File: config.mk
export PLATFORM = sky130hd
export DESIGN_NAME = cadr_result_readout
export DESIGN_NICKNAME = d
export VERILOG_FILES = /design/src/core/cadr_pkg.sv /design/src/core/cadr_result_readout.sv
export VERILOG_INCLUDE_DIRS = /design/src /design/src/core
export SDC_FILE = /design/constraint.sdc
export NUM_CORES = 1
export LEC_CHECK = 0
export ABC_CLOCK_PERIOD_IN_PS = 4000
export BUFFER_PORTS_ARGS = -buffer_cell sky130_fd_sc_hd__buf_2
export CAP_MARGIN = 20
export CORE_ASPECT_RATIO = 0.9
export CORE_MARGIN = 4
export CORE_UTILIZATION = 55
export CTS_BUF_LIST = sky130_fd_sc_hd__clkbuf_8
export DETAILED_ROUTE_END_ITERATION = 6
export PLACE_DENSITY = 0.78
export SLEW_MARGIN = 20
export SYNTH_ARGS = -nofsm -noshare
export SYNTH_HDL_FRONTEND = slang
export SYNTH_SLANG_ARGS = --single-unit
File: constraint.sdc
create_clock -name clock -period 4 [get_ports clock]
set_input_delay 1.2 -clock clock [delete_from_list [all_inputs] [get_ports clock]]
set_output_delay 1.2 -clock clock [all_outputs]
set_load 0.01 [all_outputs]
File: src/core/cadr_defs.svh
// Purpose: Constants for the current converter result read-out block
// Assumes: 8-bit register port, byte offsets as printed
// Notes:   Offsets, field positions and reset values only
`ifndef CADR_DEFS_SVH
`define CADR_DEFS_SVH

// ----------------------------------------------------------------
// Register offsets
// ----------------------------------------------------------------
`define CADR_OFF_PIN_DISABLE   8'h7E
`define CADR_OFF_INST_LOW      8'hEB
`define CADR_OFF_INST_HIGH     8'hEC
`define CADR_OFF_ACC_B0        8'hED
`define CADR_OFF_ACC_B1        8'hEE
`define CADR_OFF_ACC_B2        8'hEF
`define CADR_OFF_ACC_B3        8'hF0
`define CADR_OFF_SYNC_STATUS   8'hE0
`define CADR_OFF_IRQ_STATUS    8'hE1
`define CADR_OFF_IRQ_CLEAR     8'hE2
`define CADR_OFF_IRQ_ENABLE    8'hE3

// ----------------------------------------------------------------
// Field positions and reset values
// ----------------------------------------------------------------
`define CADR_BIT_INST          0
`define CADR_BIT_ACC           1
`define CADR_ACC_LOW_W         14
`define CADR_CONV_W            18
`define CADR_PIN_W             2
`define CADR_RST_BYTE          8'h00
`define CADR_RST_WORD16        16'h0000
`define CADR_RST_WORD32        32'h0000_0000

`endif

File: src/core/cadr_pkg.sv
// Purpose: Types for the current converter result read-out block
// Assumes: Constants live in cadr_defs.svh
// Notes:   Types only
package cadr_pkg;
  typedef logic [7:0]  cadr_byte_t;  // Register port data
  typedef logic [15:0] cadr_inst_t;  // Instantaneous result
  typedef logic [31:0] cadr_acc_t;   // Accumulated result
endpackage

File: src/core/cadr_result_readout.sv
// Purpose: Result registers with frozen multi-byte reads, pin input disable, interrupts
// Assumes: Converter strobes and port pins come from other domains and are synchronised
// Notes:   Read data stands in the cycle after the read strobe
`include "cadr_defs.svh"
`timescale 1ns/1ps
`default_nettype none

// Summary of operation
// - Instant result two's complement, high/low bytes
// - Load instant result on each completion when not frozen
// - Low byte read freezes until high read
// - Instant busy flag high during read
// - Accumulated result 32 bits, refreshed on completion
// - 18-bit value on top, sign-filled low bits
// - Lower accumulated byte read freezes until top
// - Accumulated busy flag high during read
// - Disable bit turns off pin input buffer
// - Disabled pin reads zero in port input
// - Reserved disable bits read zero
// - Instant completion sets flag, one clears
// - Accumulated completion sets flag, one clears
module cadr_result_readout (
  input  wire logic                 clock,        // 25 MHz system clock
  input  wire logic                 rst,          // Synchronous reset, active high
  input  wire logic [7:0]           addr,         // Register byte offset
  input  wire logic [7:0]           wdata,        // Write data
  input  wire logic                 wr,           // Write strobe
  input  wire logic                 rd,           // Read strobe
  output logic      [7:0]           rdata,        // Read data, cycle after rd
  input  wire logic                 inst_done,    // Instant conversion complete (async level)
  input  wire logic [15:0]          inst_value,   // Instant result, stable around done
  input  wire logic                 acc_done,     // Accumulated conversion complete (async level)
  input  wire logic [17:0]          acc_value,    // Signed 18-bit converter output
  input  wire logic [1:0]           pin_raw,      // Port pin levels
  output logic      [1:0]           pin_buf_off,  // Digital input buffer off per pin
  output logic      [1:0]           port_input,   // Port input register bits
  output logic                      irq           // Level interrupt
);

  // ----------------------------------------------------------------
  // Synchronisers and edge detection
  // ----------------------------------------------------------------
  logic [1:0] done_s1_q, done_s2_q, done_s3_q; // Completion strobe sync chain
  logic [1:0] pin_s1_q, pin_s2_q;              // Pin sync chain
  logic       inst_ev, acc_ev;                 // One-cycle completion events

  // Two flops before use; third stage only for the edge
  always_ff @(posedge clock) begin
    if (rst) begin
      done_s1_q <= 2'h0;
      done_s2_q <= 2'h0;
      done_s3_q <= 2'h0;
      pin_s1_q  <= 2'h0;
      pin_s2_q  <= 2'h0;
    end else begin
      done_s1_q <= {acc_done, inst_done};
      done_s2_q <= done_s1_q;
      done_s3_q <= done_s2_q;
      pin_s1_q  <= pin_raw;
      pin_s2_q  <= pin_s1_q;
    end
  end

  assign inst_ev = done_s2_q[0] & ~done_s3_q[0];
  assign acc_ev  = done_s2_q[1] & ~done_s3_q[1];

  // Sign-fill converter output into the accumulated layout
  function automatic cadr_pkg::cadr_acc_t acc_fill(input logic [17:0] v);
    acc_fill = {v, {`CADR_ACC_LOW_W{v[`CADR_CONV_W-1]}}};
  endfunction

  // ----------------------------------------------------------------
  // Result registers and freeze state
  // ----------------------------------------------------------------
  cadr_pkg::cadr_inst_t inst_q, inst_d;        // Visible instant result
  cadr_pkg::cadr_inst_t inst_pend_q, inst_pend_d; // Newest result while frozen
  logic                 inst_pv_q, inst_pv_d;  // Pending instant valid
  logic                 inst_busy_q, inst_busy_d; // Instant frozen / busy
  cadr_pkg::cadr_acc_t  acc_q, acc_d;          // Visible accumulated result
  cadr_pkg::cadr_acc_t  acc_pend_q, acc_pend_d; // Newest accumulated while frozen
  logic                 acc_pv_q, acc_pv_d;    // Pending accumulated valid
  logic                 acc_busy_q, acc_busy_d; // Accumulated frozen / busy
  logic                 rd_inst_lo, rd_inst_hi, rd_acc_lo, rd_acc_hi;

  assign rd_inst_lo = rd && addr == `CADR_OFF_INST_LOW;
  assign rd_inst_hi = rd && addr == `CADR_OFF_INST_HIGH;
  assign rd_acc_lo  = rd && (addr == `CADR_OFF_ACC_B0 || addr == `CADR_OFF_ACC_B1 ||
                             addr == `CADR_OFF_ACC_B2);
  assign rd_acc_hi  = rd && addr == `CADR_OFF_ACC_B3;

  // Next values of result and freeze state
  always_comb begin
    inst_d      = inst_q;
    inst_pend_d = inst_pend_q;
    inst_pv_d   = inst_pv_q;
    inst_busy_d = inst_busy_q;
    acc_d       = acc_q;
    acc_pend_d  = acc_pend_q;
    acc_pv_d    = acc_pv_q;
    acc_busy_d  = acc_busy_q;
    // Instant path
    if (inst_busy_q) begin
      if (inst_ev) begin                       // Newer overwrites older pending
        inst_pend_d = inst_value;
        inst_pv_d   = 1'b1;
      end
      if (rd_inst_hi) begin                    // High byte read ends freeze
        inst_busy_d = 1'b0;
        if (inst_ev) begin
          inst_d = inst_value;
        end else if (inst_pv_q) begin
          inst_d = inst_pend_q;
        end
        inst_pv_d = 1'b0;
      end
    end else if (inst_ev) begin
      inst_d = inst_value;                     // Load on completion
    end
    if (!inst_busy_q && rd_inst_lo) begin
      inst_busy_d = 1'b1;                      // Low byte read freezes
    end
    // Accumulated path
    if (acc_busy_q) begin
      if (acc_ev) begin
        acc_pend_d = acc_fill(acc_value);
        acc_pv_d   = 1'b1;
      end
      if (rd_acc_hi) begin                     // Top byte read ends freeze
        acc_busy_d = 1'b0;
        if (acc_ev) begin
          acc_d = acc_fill(acc_value);
        end else if (acc_pv_q) begin
          acc_d = acc_pend_q;
        end
        acc_pv_d = 1'b0;
      end
    end else if (acc_ev) begin
      acc_d = acc_fill(acc_value);             // Refresh on completion
    end
    if (!acc_busy_q && rd_acc_lo) begin
      acc_busy_d = 1'b1;                       // Lower byte read freezes
    end
  end

  // Register the result state
  always_ff @(posedge clock) begin
    if (rst) begin
      inst_q      <= `CADR_RST_WORD16;
      inst_pend_q <= `CADR_RST_WORD16;
      inst_pv_q   <= 1'b0;
      inst_busy_q <= 1'b0;
      acc_q       <= `CADR_RST_WORD32;
      acc_pend_q  <= `CADR_RST_WORD32;
      acc_pv_q    <= 1'b0;
      acc_busy_q  <= 1'b0;
    end else begin
      inst_q      <= inst_d;
      inst_pend_q <= inst_pend_d;
      inst_pv_q   <= inst_pv_d;
      inst_busy_q <= inst_busy_d;
      acc_q       <= acc_d;
      acc_pend_q  <= acc_pend_d;
      acc_pv_q    <= acc_pv_d;
      acc_busy_q  <= acc_busy_d;
    end
  end

  // ----------------------------------------------------------------
  // Control registers, interrupts, pins, read mux
  // ----------------------------------------------------------------
  logic [1:0] dis_q, dis_d;                    // Pin input disable bits
  logic [1:0] flag_q, flag_d;                  // Sticky completion flags
  logic [1:0] ien_q, ien_d;                    // Interrupt enables
  logic [7:0] rdata_d;
  logic [1:0] port_d, clr;
  logic       irq_d;

  // Next values of control state and outputs
  always_comb begin
    dis_d = dis_q;
    ien_d = ien_q;
    clr   = 2'h0;
    if (wr && addr == `CADR_OFF_PIN_DISABLE) begin
      dis_d = wdata[`CADR_PIN_W-1:0];
    end
    if (wr && addr == `CADR_OFF_IRQ_ENABLE) begin
      ien_d = wdata[1:0];
    end
    if (wr && addr == `CADR_OFF_IRQ_CLEAR) begin
      clr = wdata[1:0];                        // Write one clears
    end
    // Set wins over a clear in the same cycle
    flag_d = (flag_q & ~clr) | {acc_ev & !acc_busy_q, inst_ev & !inst_busy_q};
    // Frozen completions flag when they become visible
    flag_d[`CADR_BIT_INST] = flag_d[`CADR_BIT_INST] | (inst_busy_q & rd_inst_hi & (inst_ev | inst_pv_q));
    flag_d[`CADR_BIT_ACC]  = flag_d[`CADR_BIT_ACC]  | (acc_busy_q & rd_acc_hi & (acc_ev | acc_pv_q));
    port_d  = pin_s2_q & ~dis_d;
    irq_d   = |(flag_d & ien_d);
    rdata_d = `CADR_RST_BYTE;
    if (rd) begin
      case (addr)
        `CADR_OFF_PIN_DISABLE: rdata_d = {6'h00, dis_q};  // Reserved read zero
        `CADR_OFF_INST_LOW:    rdata_d = inst_q[7:0];
        `CADR_OFF_INST_HIGH:   rdata_d = inst_q[15:8];
        `CADR_OFF_ACC_B0:      rdata_d = acc_q[7:0];
        `CADR_OFF_ACC_B1:      rdata_d = acc_q[15:8];
        `CADR_OFF_ACC_B2:      rdata_d = acc_q[23:16];
        `CADR_OFF_ACC_B3:      rdata_d = acc_q[31:24];
        `CADR_OFF_SYNC_STATUS: rdata_d = {6'h00, acc_busy_q, inst_busy_q};
        `CADR_OFF_IRQ_STATUS:  rdata_d = {6'h00, flag_q};
        `CADR_OFF_IRQ_ENABLE:  rdata_d = {6'h00, ien_q};
        default:               rdata_d = `CADR_RST_BYTE;  // Unmapped reads zero
      endcase
    end
  end

  // Register control state and outputs
  always_ff @(posedge clock) begin
    if (rst) begin
      dis_q       <= 2'h0;
      flag_q      <= 2'h0;
      ien_q       <= 2'h0;
      rdata       <= `CADR_RST_BYTE;
      pin_buf_off <= 2'h0;
      port_input  <= 2'h0;
      irq         <= 1'b0;
    end else begin
      dis_q       <= dis_d;
      flag_q      <= flag_d;
      ien_q       <= ien_d;
      rdata       <= rdata_d;
      pin_buf_off <= dis_d;
      port_input  <= port_d;
      irq         <= irq_d;
    end
  end

  // ----------------------------------------------------------------
  // Assertions
  // ----------------------------------------------------------------
  property p_inst_frozen;
    @(posedge clock) disable iff (rst) inst_busy_q && !rd_inst_hi |=> $stable(inst_q);
  endproperty
  a_inst_frozen: assert property (p_inst_frozen) else $error("instant result changed while frozen");

  property p_inst_busy;
    @(posedge clock) disable iff (rst) rd_inst_lo && !inst_busy_q ##1 !rd_inst_hi |=> inst_busy_q;
  endproperty
  a_inst_busy: assert property (p_inst_busy) else $error("instant busy not held");

  property p_inst_load;
    @(posedge clock) disable iff (rst) inst_ev && !inst_busy_q |=> inst_q == $past(inst_value);
  endproperty
  a_inst_load: assert property (p_inst_load) else $error("instant result not loaded");

  property p_acc_frozen;
    @(posedge clock) disable iff (rst) acc_busy_q && !rd_acc_hi |=> $stable(acc_q);
  endproperty
  a_acc_frozen: assert property (p_acc_frozen) else $error("accumulated result changed while frozen");

  property p_acc_fill;
    @(posedge clock) disable iff (rst) acc_q[13:0] == {14{acc_q[31]}} || acc_q == 32'h0000_0000;
  endproperty
  a_acc_fill: assert property (p_acc_fill) else $error("accumulated low bits not sign filled");

  property p_acc_busy;
    @(posedge clock) disable iff (rst) rd_acc_hi && acc_busy_q |=> !acc_busy_q;
  endproperty
  a_acc_busy: assert property (p_acc_busy) else $error("accumulated busy not released");

  property p_pin_zero;
    @(posedge clock) disable iff (rst) ##1 ((port_input & pin_buf_off) == 2'h0);
  endproperty
  a_pin_zero: assert property (p_pin_zero) else $error("disabled pin reads nonzero");

  property p_flag_set;
    @(posedge clock) disable iff (rst) inst_ev && !inst_busy_q |=> flag_q[0];
  endproperty
  a_flag_set: assert property (p_flag_set) else $error("instant flag not set");

  property p_acc_flag;
    @(posedge clock) disable iff (rst) acc_ev && !acc_busy_q |=> flag_q[1] && (irq == (ien_q[1] | (flag_q[0] & ien_q[0])));
  endproperty
  a_acc_flag: assert property (p_acc_flag) else $error("accumulated flag or irq wrong");

  property p_newest;
    @(posedge clock) disable iff (rst) inst_busy_q && rd_inst_hi && inst_ev |=> inst_q == $past(inst_value);
  endproperty
  a_newest: assert property (p_newest) else $error("newest instant result not shown");

  property p_newest_pend;
    @(posedge clock) disable iff (rst) inst_busy_q && rd_inst_hi && !inst_ev && inst_pv_q |=> inst_q == $past(inst_pend_q);
  endproperty
  a_newest_pend: assert property (p_newest_pend) else $error("pending instant result not shown");

endmodule

`default_nettype wire

==> reports/metrics.yaml, run 1 <==
clock_tree:
  clk_pin_slew_ps: 90
  hold_buffers: 0
  clock_tree.buffer_depth: 2
  clk_latency_ps: 360
  htreeDepth: 3
  numCtsBuffers: 9
  ctsRootBufferMaster: "clkbuf_8"
  cts_tree: "done"
  postCtsSetupRepairBufs: 0
  cts_sinks: 99
  ctsResizeCount: 0
floorplanning:
  die_h_um: 93.9
  placementRows: 31
  die-area_sq_um: 9710
  ioPinCount: 71
  start_util_pct: 56.1
  die_width_um: 103
  core_sq_um: 8030
worst_setup_path:
  cp_top_family: "simple AND/OR/NAND/NOR gates"
  rrSetupSlack_ps: 1890
  startpoint_type: "input pin"
  critPathMaxFanout: 14
  critPathSlowestCell: "or4b_2"
  reg2reg_to: "acc_q[28]"
  startpoint: "addr[1]"
  crit_chain: "buf_2, nor2b_1, or4b_2, mux2i_1, and3b_1"
  crit_type: "in2reg"
  crit_required_ps: 4310
  cp_num_buf_inv: 1
  r2r-start: "done_s3_q[1]"
  max_stage_delay_ps: 680
  ff2ff_path_depth: 5
  worstPathArrival_ps: 2990
  end_kind: "flop"
cells_and_area:
  multi_input_area_sq_um: 2210
  fin_area_sq_um: 4910
  seqCellArea_sq_um: 1980
  layout-drive-gt1-share_pct: 21.0
  fillers: 725
  final_cell_mix: "dfxtp_1 (99), nand2_1 (97), a21oi_1 (78)"
  final_core_util_pct: 61.2
  area_delta_synth_final_pct: 8.97
  layout.cells.most_common: "dfxtp_1"
  final_nets: 590
  fin_cells: 636
  n_antenna_cell: 0
route:
  viasPerCell: 6.01
  vias: 3823
  dr.pass1.iters: 5
  routed_wl_um: 10600
  antenna_left: 0
  drt_iter0_drc: 351
  wl_per_cell_um: 16.7
  remaining_drc_errors: 0
logic_synthesis:
  synth_area_leaders: "dfxtp_1 (44%), a21oi_1 (8.7%), nand2_1 (8.1%), mux2i_1 (4.0%), a311oi_2 (3.3%)"
  synth-async-reset-ratio_pct: 0
  synth_warnings: 0
  synth_ff_type: "dfxtp_1"
  netlist_area_sq_um: 4510
  synth-seq-area-share_pct: 44.0
  synth_cell_type_count: 50
  yosysTopAreaCell: "dfxtp_1"
  syn_avg_cell_area_sq_um: 9.16
  netlist_instances: 492
  synth_seq_cells: 99
  synth_edf_count: 0
  syn-num-nets: 550
  yosys.area.top_type_share_pct: 44.0
placement:
  dp_hpwl_um: 7410
  gp_congestion: 0.854
  dp.cells: 620
  port_buffers: 64
  place_area_sq_um: 4690
min_path:
  hold_depth: 1
  min_from: "done_s1_q[0]"
  holdCritPathClass: "reg2reg"
  hold_end: "done_s2_q[0]"
timing:
  slew_viol_final: 0
  tns_ps: 0
  finClkSkew_ps: 12.1
  grt_setup_unrepaired: "no"
  fin_crit_sh_pct: 67.0
  setup_viol: 0
  worstMarginPinSlew_ps: 969
  timing.fmax_ghz: 0.373
  hold_viol_final: 0
  period_needed_ps: 2680
  max_slew_margin_pct: 35.4
global_routing:
  globalRouteMet3Util_pct: 6.16
  grt_overflow: 0
  use_met2_pct: 35.1
  grt.busiest_layer: "met2"
  grt.total_usage_pct: 22.8
  grt_use_met1_pct: 31.9
  grt_pass1_vias: 3552
  grt_max_degree: 46
  antenna_found_initial: 0
  grt_pass1_wl_um: 17500
status:
  status: "complete, no violations"
run:
  cap_violations: 0
power_and_ir_drop:
  ir_worst_vdd_uv: 258
  p_leak_nw: 1.86
  powerDensity_nw_per_um2: 381
## final cells by class
type | count | area share [%]
repair buffers | 70 | 7.44
clock buffers | 9 | 2.52
well taps | 99 | 2.52
flip-flops and latches | 99 | 40.4
multi-input cells | 349 | 45.0
inverters | 3 | 0.229
clock inverters | 7 | 1.91
## sequential cells by signal, summed over array words and instances (netlist names)
register / cells
acc_pend_q: 18
acc_q: 18
inst_pend_q: 16
inst_q: 16
rdata: 8
dis_q: 2
done_s1_q: 2
done_s2_q: 2
done_s3_q: 2
flag_q: 2
ien_q: 2
pin_s1_q: 2
pin_s2_q: 2
port_input: 2
acc_busy_q: 1
acc_pv_q: 1
inst_busy_q: 1
inst_pv_q: 1
irq: 1
## synth_stat cells, types with 2 or more instances
library cell	count
a211oi_1	19
a21o_1	7
a21oi_1	78
a22o_1	4
a22oi_1	14
a311oi_1	9
a311oi_2	10
and2_1	4
and3b_1	3
and4b_1	2
buf_2	7
buf_4	3
buf_6	3
clkbuf_1	17
clkbuf_8	9
dfxtp_1	99
inv_1	3
mux2_2	2
mux2i_1	18
mux4_2	2
nand2_1	97
nand2b_1	2
nand3_1	20
nand3b_1	3
nand4_1	4
nor2_1	8
nor2b_1	16
nor3_1	2
nor4_4	2
o31ai_1	3
o31ai_4	2
or3b_4	2
## logic make-up (layout without fill, tap and decap cells)
kind of cell	count (synthesis)	in the layout	share of synthesized area (%)
simple gates	174	174	19.6
compound gates	153	153	24.0
buf+inv	44	89	6.97
mux	22	22	5.50
flops	99	99	44.0
## routing by layer
| layer | part of all wire (%) | vias up |
|---|---|---|
| met2 | 47 | 140 |
| li1 | - | 1858 |
| met5 | 0 | - |
| met4 | 1.1 | 0 |
| met3 | 7.9 | 10 |
| met1 | 44 | 1815 |
## how the worst max path moves through the flow
stage	endpoint	slack, ps	cells after the start
after floorplan	acc_q[21]	1320	7
after global placement	port_input[0]	1020	5
after detailed placement	port_input[1]	960	5
after CTS	port_input[1]	1350	5
after global routing	rdata[0]	1240	5
final	port_input[1]	1320	5
## power by group
part	internal, W	total (W)	leakage [nW]	switching (W)
clock network	0.000351	0.000687	0.111	0.000336
logic	0.0000628	0.000160	0.947	0.0000973
registers	0.00101	0.00102	0.804	0.0000149
## per-stage QoR
stage / hold WS, ps / setup slack (ps) / power (W)
2_1_floorplan: 414 / 1320 / 0.00116
3_3_place_gp: 416 / 1020 / 0.00120
3_5_place_dp: 427 / 964 / 0.00121
4_1_cts: 450 / 1350 / 0.00188
5_1_grt: 477 / 1240 / 0.00194
6_report: 448 / 1320 / 0.00187
Note: power is estimated with default switching activity, not from simulation.
==> inputs of run 2 (changes only) <==
- ABC_CLOCK_PERIOD_IN_PS: 4000 -> 2720
- clock period: 4 -> 2.72 ns (I/O delays scaled with it)
==> run 2 against run 1 <==
Sequential cell count stayed put. Wire length rose by 0.23%. Total power grew 47%. Die area stayed put. Register-to-register slack worse by 1100 ps. Utilization is 0.94 points higher. Combinational power rose by 50%. Critical path depth increased by 1. Sequential power grew 48%. Non-clock buffer count grew 10. Largest power group unchanged. Highest routed layer unchanged.
==> reports/metrics.yaml, run 2 (synthesis gave the netlist of run 1 again) <==
global_routing:
  grt_overflow: 0
  grt_pass1_wl_um: 17200
  grt_pass1_vias: 3629
  globalRouteMet3Util_pct: 6.24
  grt_max_degree: 39
  grt_use_met1_pct: 30.1
  grt.total_usage_pct: 22.5
  antenna_found_initial: 0
  use_met2_pct: 35.8
  grt.busiest_layer: "met2"
worst_setup_path:
  ff2ff_path_depth: 5
  end_kind: "flop"
  startpoint_type: "input pin"
  critPathMaxFanout: 18
  crit_required_ps: 2940
  worstPathArrival_ps: 2420
  crit_type: "in2reg"
floorplanning:
  start_util_pct: 56.1
  die_width_um: 103
  core_sq_um: 8030
  ioPinCount: 71
  placementRows: 31
  die-area_sq_um: 9710
  die_h_um: 93.9
clock_tree:
  ctsResizeCount: 0
  hold_buffers: 0
  postCtsSetupRepairBufs: 0
  numCtsBuffers: 9
  cts_tree: "done"
  ctsRootBufferMaster: "clkbuf_8"
  clk_latency_ps: 360
  cts_sinks: 99
  clock_tree.buffer_depth: 2
  clk_pin_slew_ps: 90
  htreeDepth: 3
power_and_ir_drop:
  powerDensity_nw_per_um2: 554
  ir_worst_vdd_uv: 491
  p_leak_nw: 1.90
timing:
  worstMarginPinSlew_ps: 613
  slew_viol_final: 0
  hold_viol_final: 0
  setup_viol: 0
  grt_setup_unrepaired: "no"
  finClkSkew_ps: 11.1
  timing.fmax_ghz: 0.455
  max_slew_margin_pct: 59.0
  fin_crit_sh_pct: 80.7
  hold_slack_ps: 445
  period_needed_ps: 2200
  tns_ps: 0
cells_and_area:
  fin_area_sq_um: 4980
  area_delta_synth_final_pct: 10.6
  multi_input_area_sq_um: 2210
  layout.cells.most_common: "dfxtp_1"
  n_antenna_cell: 0
  final_cell_mix: "dfxtp_1 (99), nand2_1 (97), a21oi_1 (78)"
  reg_top3: "acc_pend_q (18), acc_q (18)"
  final_nets: 600
  seqCellArea_sq_um: 1980
  layout-drive-gt1-share_pct: 22.5
  fillers: 672
placement:
  port_buffers: 64
  place_area_sq_um: 4770
  gp_congestion: 0.852
  dp_hpwl_um: 7680
route:
  antenna_left: 0
  remaining_drc_errors: 0
  wl_per_cell_um: 16.5
  vias: 3883
  viasPerCell: 6.01
  dr.pass1.iters: 5
  routed_wl_um: 10600
  drt_iter0_drc: 407
run:
  cap_violations: 0
status:
  status: "complete, no violations"
min_path:
  holdCritPathClass: "reg2reg"
  hold_depth: 1
run 2: changes by cell type in the layout (fill, tap and decap cells not counted), sizes merged:
cell,previous run,this run
clkinvlp,1,4
buf,70,80
clkinv,3,0
run 2: where the power goes:
| group | switching (W) | internal [W] |
|---|---|---|
| Combinational | 0.000143 | 0.0000968 |
| Sequential | 0.0000231 | 0.00148 |
| Clock | 0.000498 | 0.000514 |
| Total | 0.000665 | 0.00210 |
run 2: path summary, 6_finish.rpt:
path | endpoint | startpoint | slack (ps)
min reg2reg | done_s2_q[0] | done_s1_q[0] | 450
max reg2reg | acc_q[22] | done_s3_q[1] | 820
min | done_s2_q[0] | done_s1_q[0] | 450
max | acc_q[22] | addr[1] | 520
run 2: metal layers:
layer	part of all wire, %	vias up
li1	-	1883
met1	43	1844
met2	47	141
met3	8.6	15
met4	1.3	0
met5	0	-
run 2: through the flow:
| step | instances | worst slack, ps | util (%) | total power (W) |
|---|---|---|---|---|
| finish | 646 | 524 | 62.1 | 0.00276 |
| global route | 646 | 485 | 62.1 | 0.00287 |
| CTS | 646 | 561 | 62.1 | 0.00278 |
| detailed placement | 630 | 173 | 59.4 | 0.00178 |
| global placement | 630 | 203 | 59.4 | 0.00177 |
| floorplan | 492 | 426 | - | 0.00170 |
run 2: layout make-up:
| class | count | area share (%) |
|---|---|---|
| tap | 99 | 2.48 |
| sequential | 99 | 39.8 |
| multi-input combinational | 349 | 44.3 |
| clock inverter | 7 | 1.88 |
| timing repair buffer | 80 | 8.84 |
| inverter | 3 | 0.226 |
| clock buffer | 9 | 2.48 |
run 2: worst max-delay path, stage by stage:
cell	delay, ps
buf_2	140
buf_4	180
or3b_4	420
o31ai_4	190
and2_2	490
a311oi_2	180
==> inputs of run 3 (changes only) <==
- ABC_AREA: default -> 1
- ABC_CLOCK_PERIOD_IN_PS: 2720 -> 2000
- CORE_UTILIZATION: 55 -> 53
- clock period: 2.72 -> 2 ns (I/O delays scaled with it)
==> run 3 against run 2 <==
Critical path depth increased by 4. Sequential power increased by 32%. Final cell count increased by 36%. Global-route usage decreased by 0.90 points. Via count increased by 15%. Register-to-register slack got worse by 310 ps. First-iteration DRC count decreased by 38%. Clock power increased by 53%. Sequential cell count unchanged. Largest cell class unchanged.
==> reports/metrics.yaml, run 3 <==
status:
  status: "complete, no violations"
timing:
  period_needed_ps: 1540
  grt_setup_unrepaired: "no"
  setup_viol: 0
  tns_ps: 0
  max_slew_margin_pct: 68.2
  hold_slack_ps: 410
  hold_viol_final: 0
  timing.fmax_ghz: 0.648
  fin_crit_sh_pct: 77.2
  worstMarginPinSlew_ps: 476
  finClkSkew_ps: 10.6
  slew_viol_final: 0
worst_setup_path:
  end_kind: "flop"
  startpoint_type: "input pin"
  crit_required_ps: 2260
  worstPathArrival_ps: 1800
  critPathCapture: "inst_q[0]"
  critPathMaxFanout: 22
  ff2ff_path_depth: 6
  rrSetupSlack_ps: 510
  r2r-start: "inst_busy_q"
  crit_type: "in2reg"
  startpoint: "addr[1]"
  reg2reg_to: "inst_q[0]"
placement:
  dp_hpwl_um: 8230
  gp_congestion: 0.920
  dp.cells: 861
  port_buffers: 64
  place_area_sq_um: 5170
route:
  drt_iter0_drc: 252
  dr.pass1.iters: 4
  remaining_drc_errors: 0
  vias: 4448
  routed_wl_um: 10800
  viasPerCell: 5.08
  antenna_left: 0
  wl_per_cell_um: 12.4
cells_and_area:
  reg_top3: "acc_pend_q (18), acc_q (18)"
  fin_area_sq_um: 5420
  final_nets: 811
  fin_cells: 876
  layout-drive-gt1-share_pct: 16.1
  final_core_util_pct: 62.9
  seqCellArea_sq_um: 1980
  fillers: 808
  area_delta_synth_final_pct: 15.1
  final_cell_mix: "nand2_1 (141), inv_1 (101), dfxtp_1 (99)"
  layout.cells.most_common: "nand2_1"
  n_antenna_cell: 0
  multi_input_area_sq_um: 2150
floorplanning:
  die-area_sq_um: 10400
  ioPinCount: 71
  start_util_pct: 54.6
  placementRows: 32
  core_sq_um: 8610
  die_width_um: 107
  die_h_um: 97.4
clock_tree:
  cts_sinks: 99
  cts_tree: "done"
  clk_latency_ps: 350
  hold_buffers: 0
  htreeDepth: 3
  ctsResizeCount: 0
  clk_pin_slew_ps: 100
  clock_tree.buffer_depth: 2
  ctsRootBufferMaster: "clkbuf_8"
  numCtsBuffers: 9
  postCtsSetupRepairBufs: 0
power_and_ir_drop:
  ir_worst_vdd_uv: 584
  p_leak_nw: 2.48
  powerDensity_nw_per_um2: 709
run:
  cap_violations: 0
logic_synthesis:
  netlist_instances: 691
  synth_edf_count: 0
  yosysMostFrequentCell: "nand2_1"
  synth_ff_type: "dfxtp_1"
  synth_seq_cells: 99
  syn-num-nets: 749
  yosys.area.top_type_share_pct: 42.1
  synth-seq-area-share_pct: 42.1
  netlist_area_sq_um: 4700
  synth_warnings: 0
  synth-async-reset-ratio_pct: 0
  synth_area_leaders: "dfxtp_1 (42%), nand2_1 (11%), inv_1 (8.1%), a21oi_1 (7.7%), o21ai_0 (7.4%)"
  yosysTopAreaCell: "dfxtp_1"
  synth_common_cells: "nand2_1 (141), inv_1 (101), dfxtp_1 (99)"
  syn_avg_cell_area_sq_um: 6.81
  synth_cell_type_count: 30
global_routing:
  grt.total_usage_pct: 21.6
  grt_overflow: 0
  grt_pass1_wl_um: 18600
  grt_pass1_vias: 4238
  grt_max_degree: 38
  antenna_found_initial: 0
min_path:
  holdCritPathClass: "reg2reg"
run 3: cell types whose count changed after synthesis, sizes merged, moves of 14 or more:
cell    change
nand4      +16
inv        +99
a211oi     -19
nand3      +38
a311oi     -19
o21ai      +74
mux2i      -18
nor2b      -14
nand2      +48
a22oi      -14
nor2       +62
run 3: layer usage:
metal / vias to the layer above / GRT usage, % / routed length, um
met5: - / 0 / 0
met4: 0 / 6.10 / 191
met3: 15 / 5.25 / 572
met2: 94 / 35.5 / 5180
met1: 2009 / 28.0 / 4890
li1: 2330 / - / -
run 3: how the worst min path moves through the flow:
| stage | from | to | slack, ps | cells after the start |
|---|---|---|---|---|
| floorplan | done_s1_q[0] | done_s2_q[0] | 390 | 2 |
| global placement | done_s1_q[0] | done_s2_q[0] | 390 | 2 |
| CTS | done_s1_q[0] | done_s2_q[0] | 420 | 2 |
| global route | inst_done | done_s1_q[0] | 420 | 3 |
| detailed placement | done_s1_q[0] | done_s2_q[0] | 400 | 2 |
| finish | done_s1_q[0] | done_s2_q[0] | 410 | 2 |
run 3: area by class of cell:
class | count | area share, %
Tap cell | 119 | 2.75
Clock buffer | 10 | 2.54
Sequential cell | 99 | 36.6
Inverter | 103 | 7.14
Timing Repair Buffer | 87 | 9.33
Multi-Input combinational cell | 453 | 39.6
Clock inverter | 5 | 1.99
run 3: power breakdown:
| part | total (W) | internal [W] | switching (W) |
|---|---|---|---|
| clock | 0.00155 | 0.000868 | 0.000683 |
| combinational | 0.000291 | 0.000108 | 0.000183 |
| sequential | 0.00200 | 0.00199 | 0.00000892 |
| total | 0.00384 | 0.00296 | 0.000875 |
run 3: critical path, stage by stage:
cell and delay [ps]:
buf_2 130, inv_1 70, nand2_1 150, nor2_8 190, nand3_2 110, nand2_2 90, nand3_2 50, buf_4 220
nor2_1 120, nor2_1 60
run 3: cells by family after synthesis:
logic type / after synthesis / synth area share (%)
AND/OR/NAND/NOR: 304 / 29.7
AO/OA/AOI/OAI: 149 / 15.9
buffers and inverters: 139 / 12.2
flip-flops: 99 / 42.1
run 3: stage by stage:
stage | setup WS, ps | total power [W]
after global routing | 279 | 0.00400
after global placement | 118 | 0.00232
after floorplan | 310 | 0.00221
after CTS | 468 | 0.00387
after detailed placement | 83.5 | 0.00233
final | 456 | 0.00384
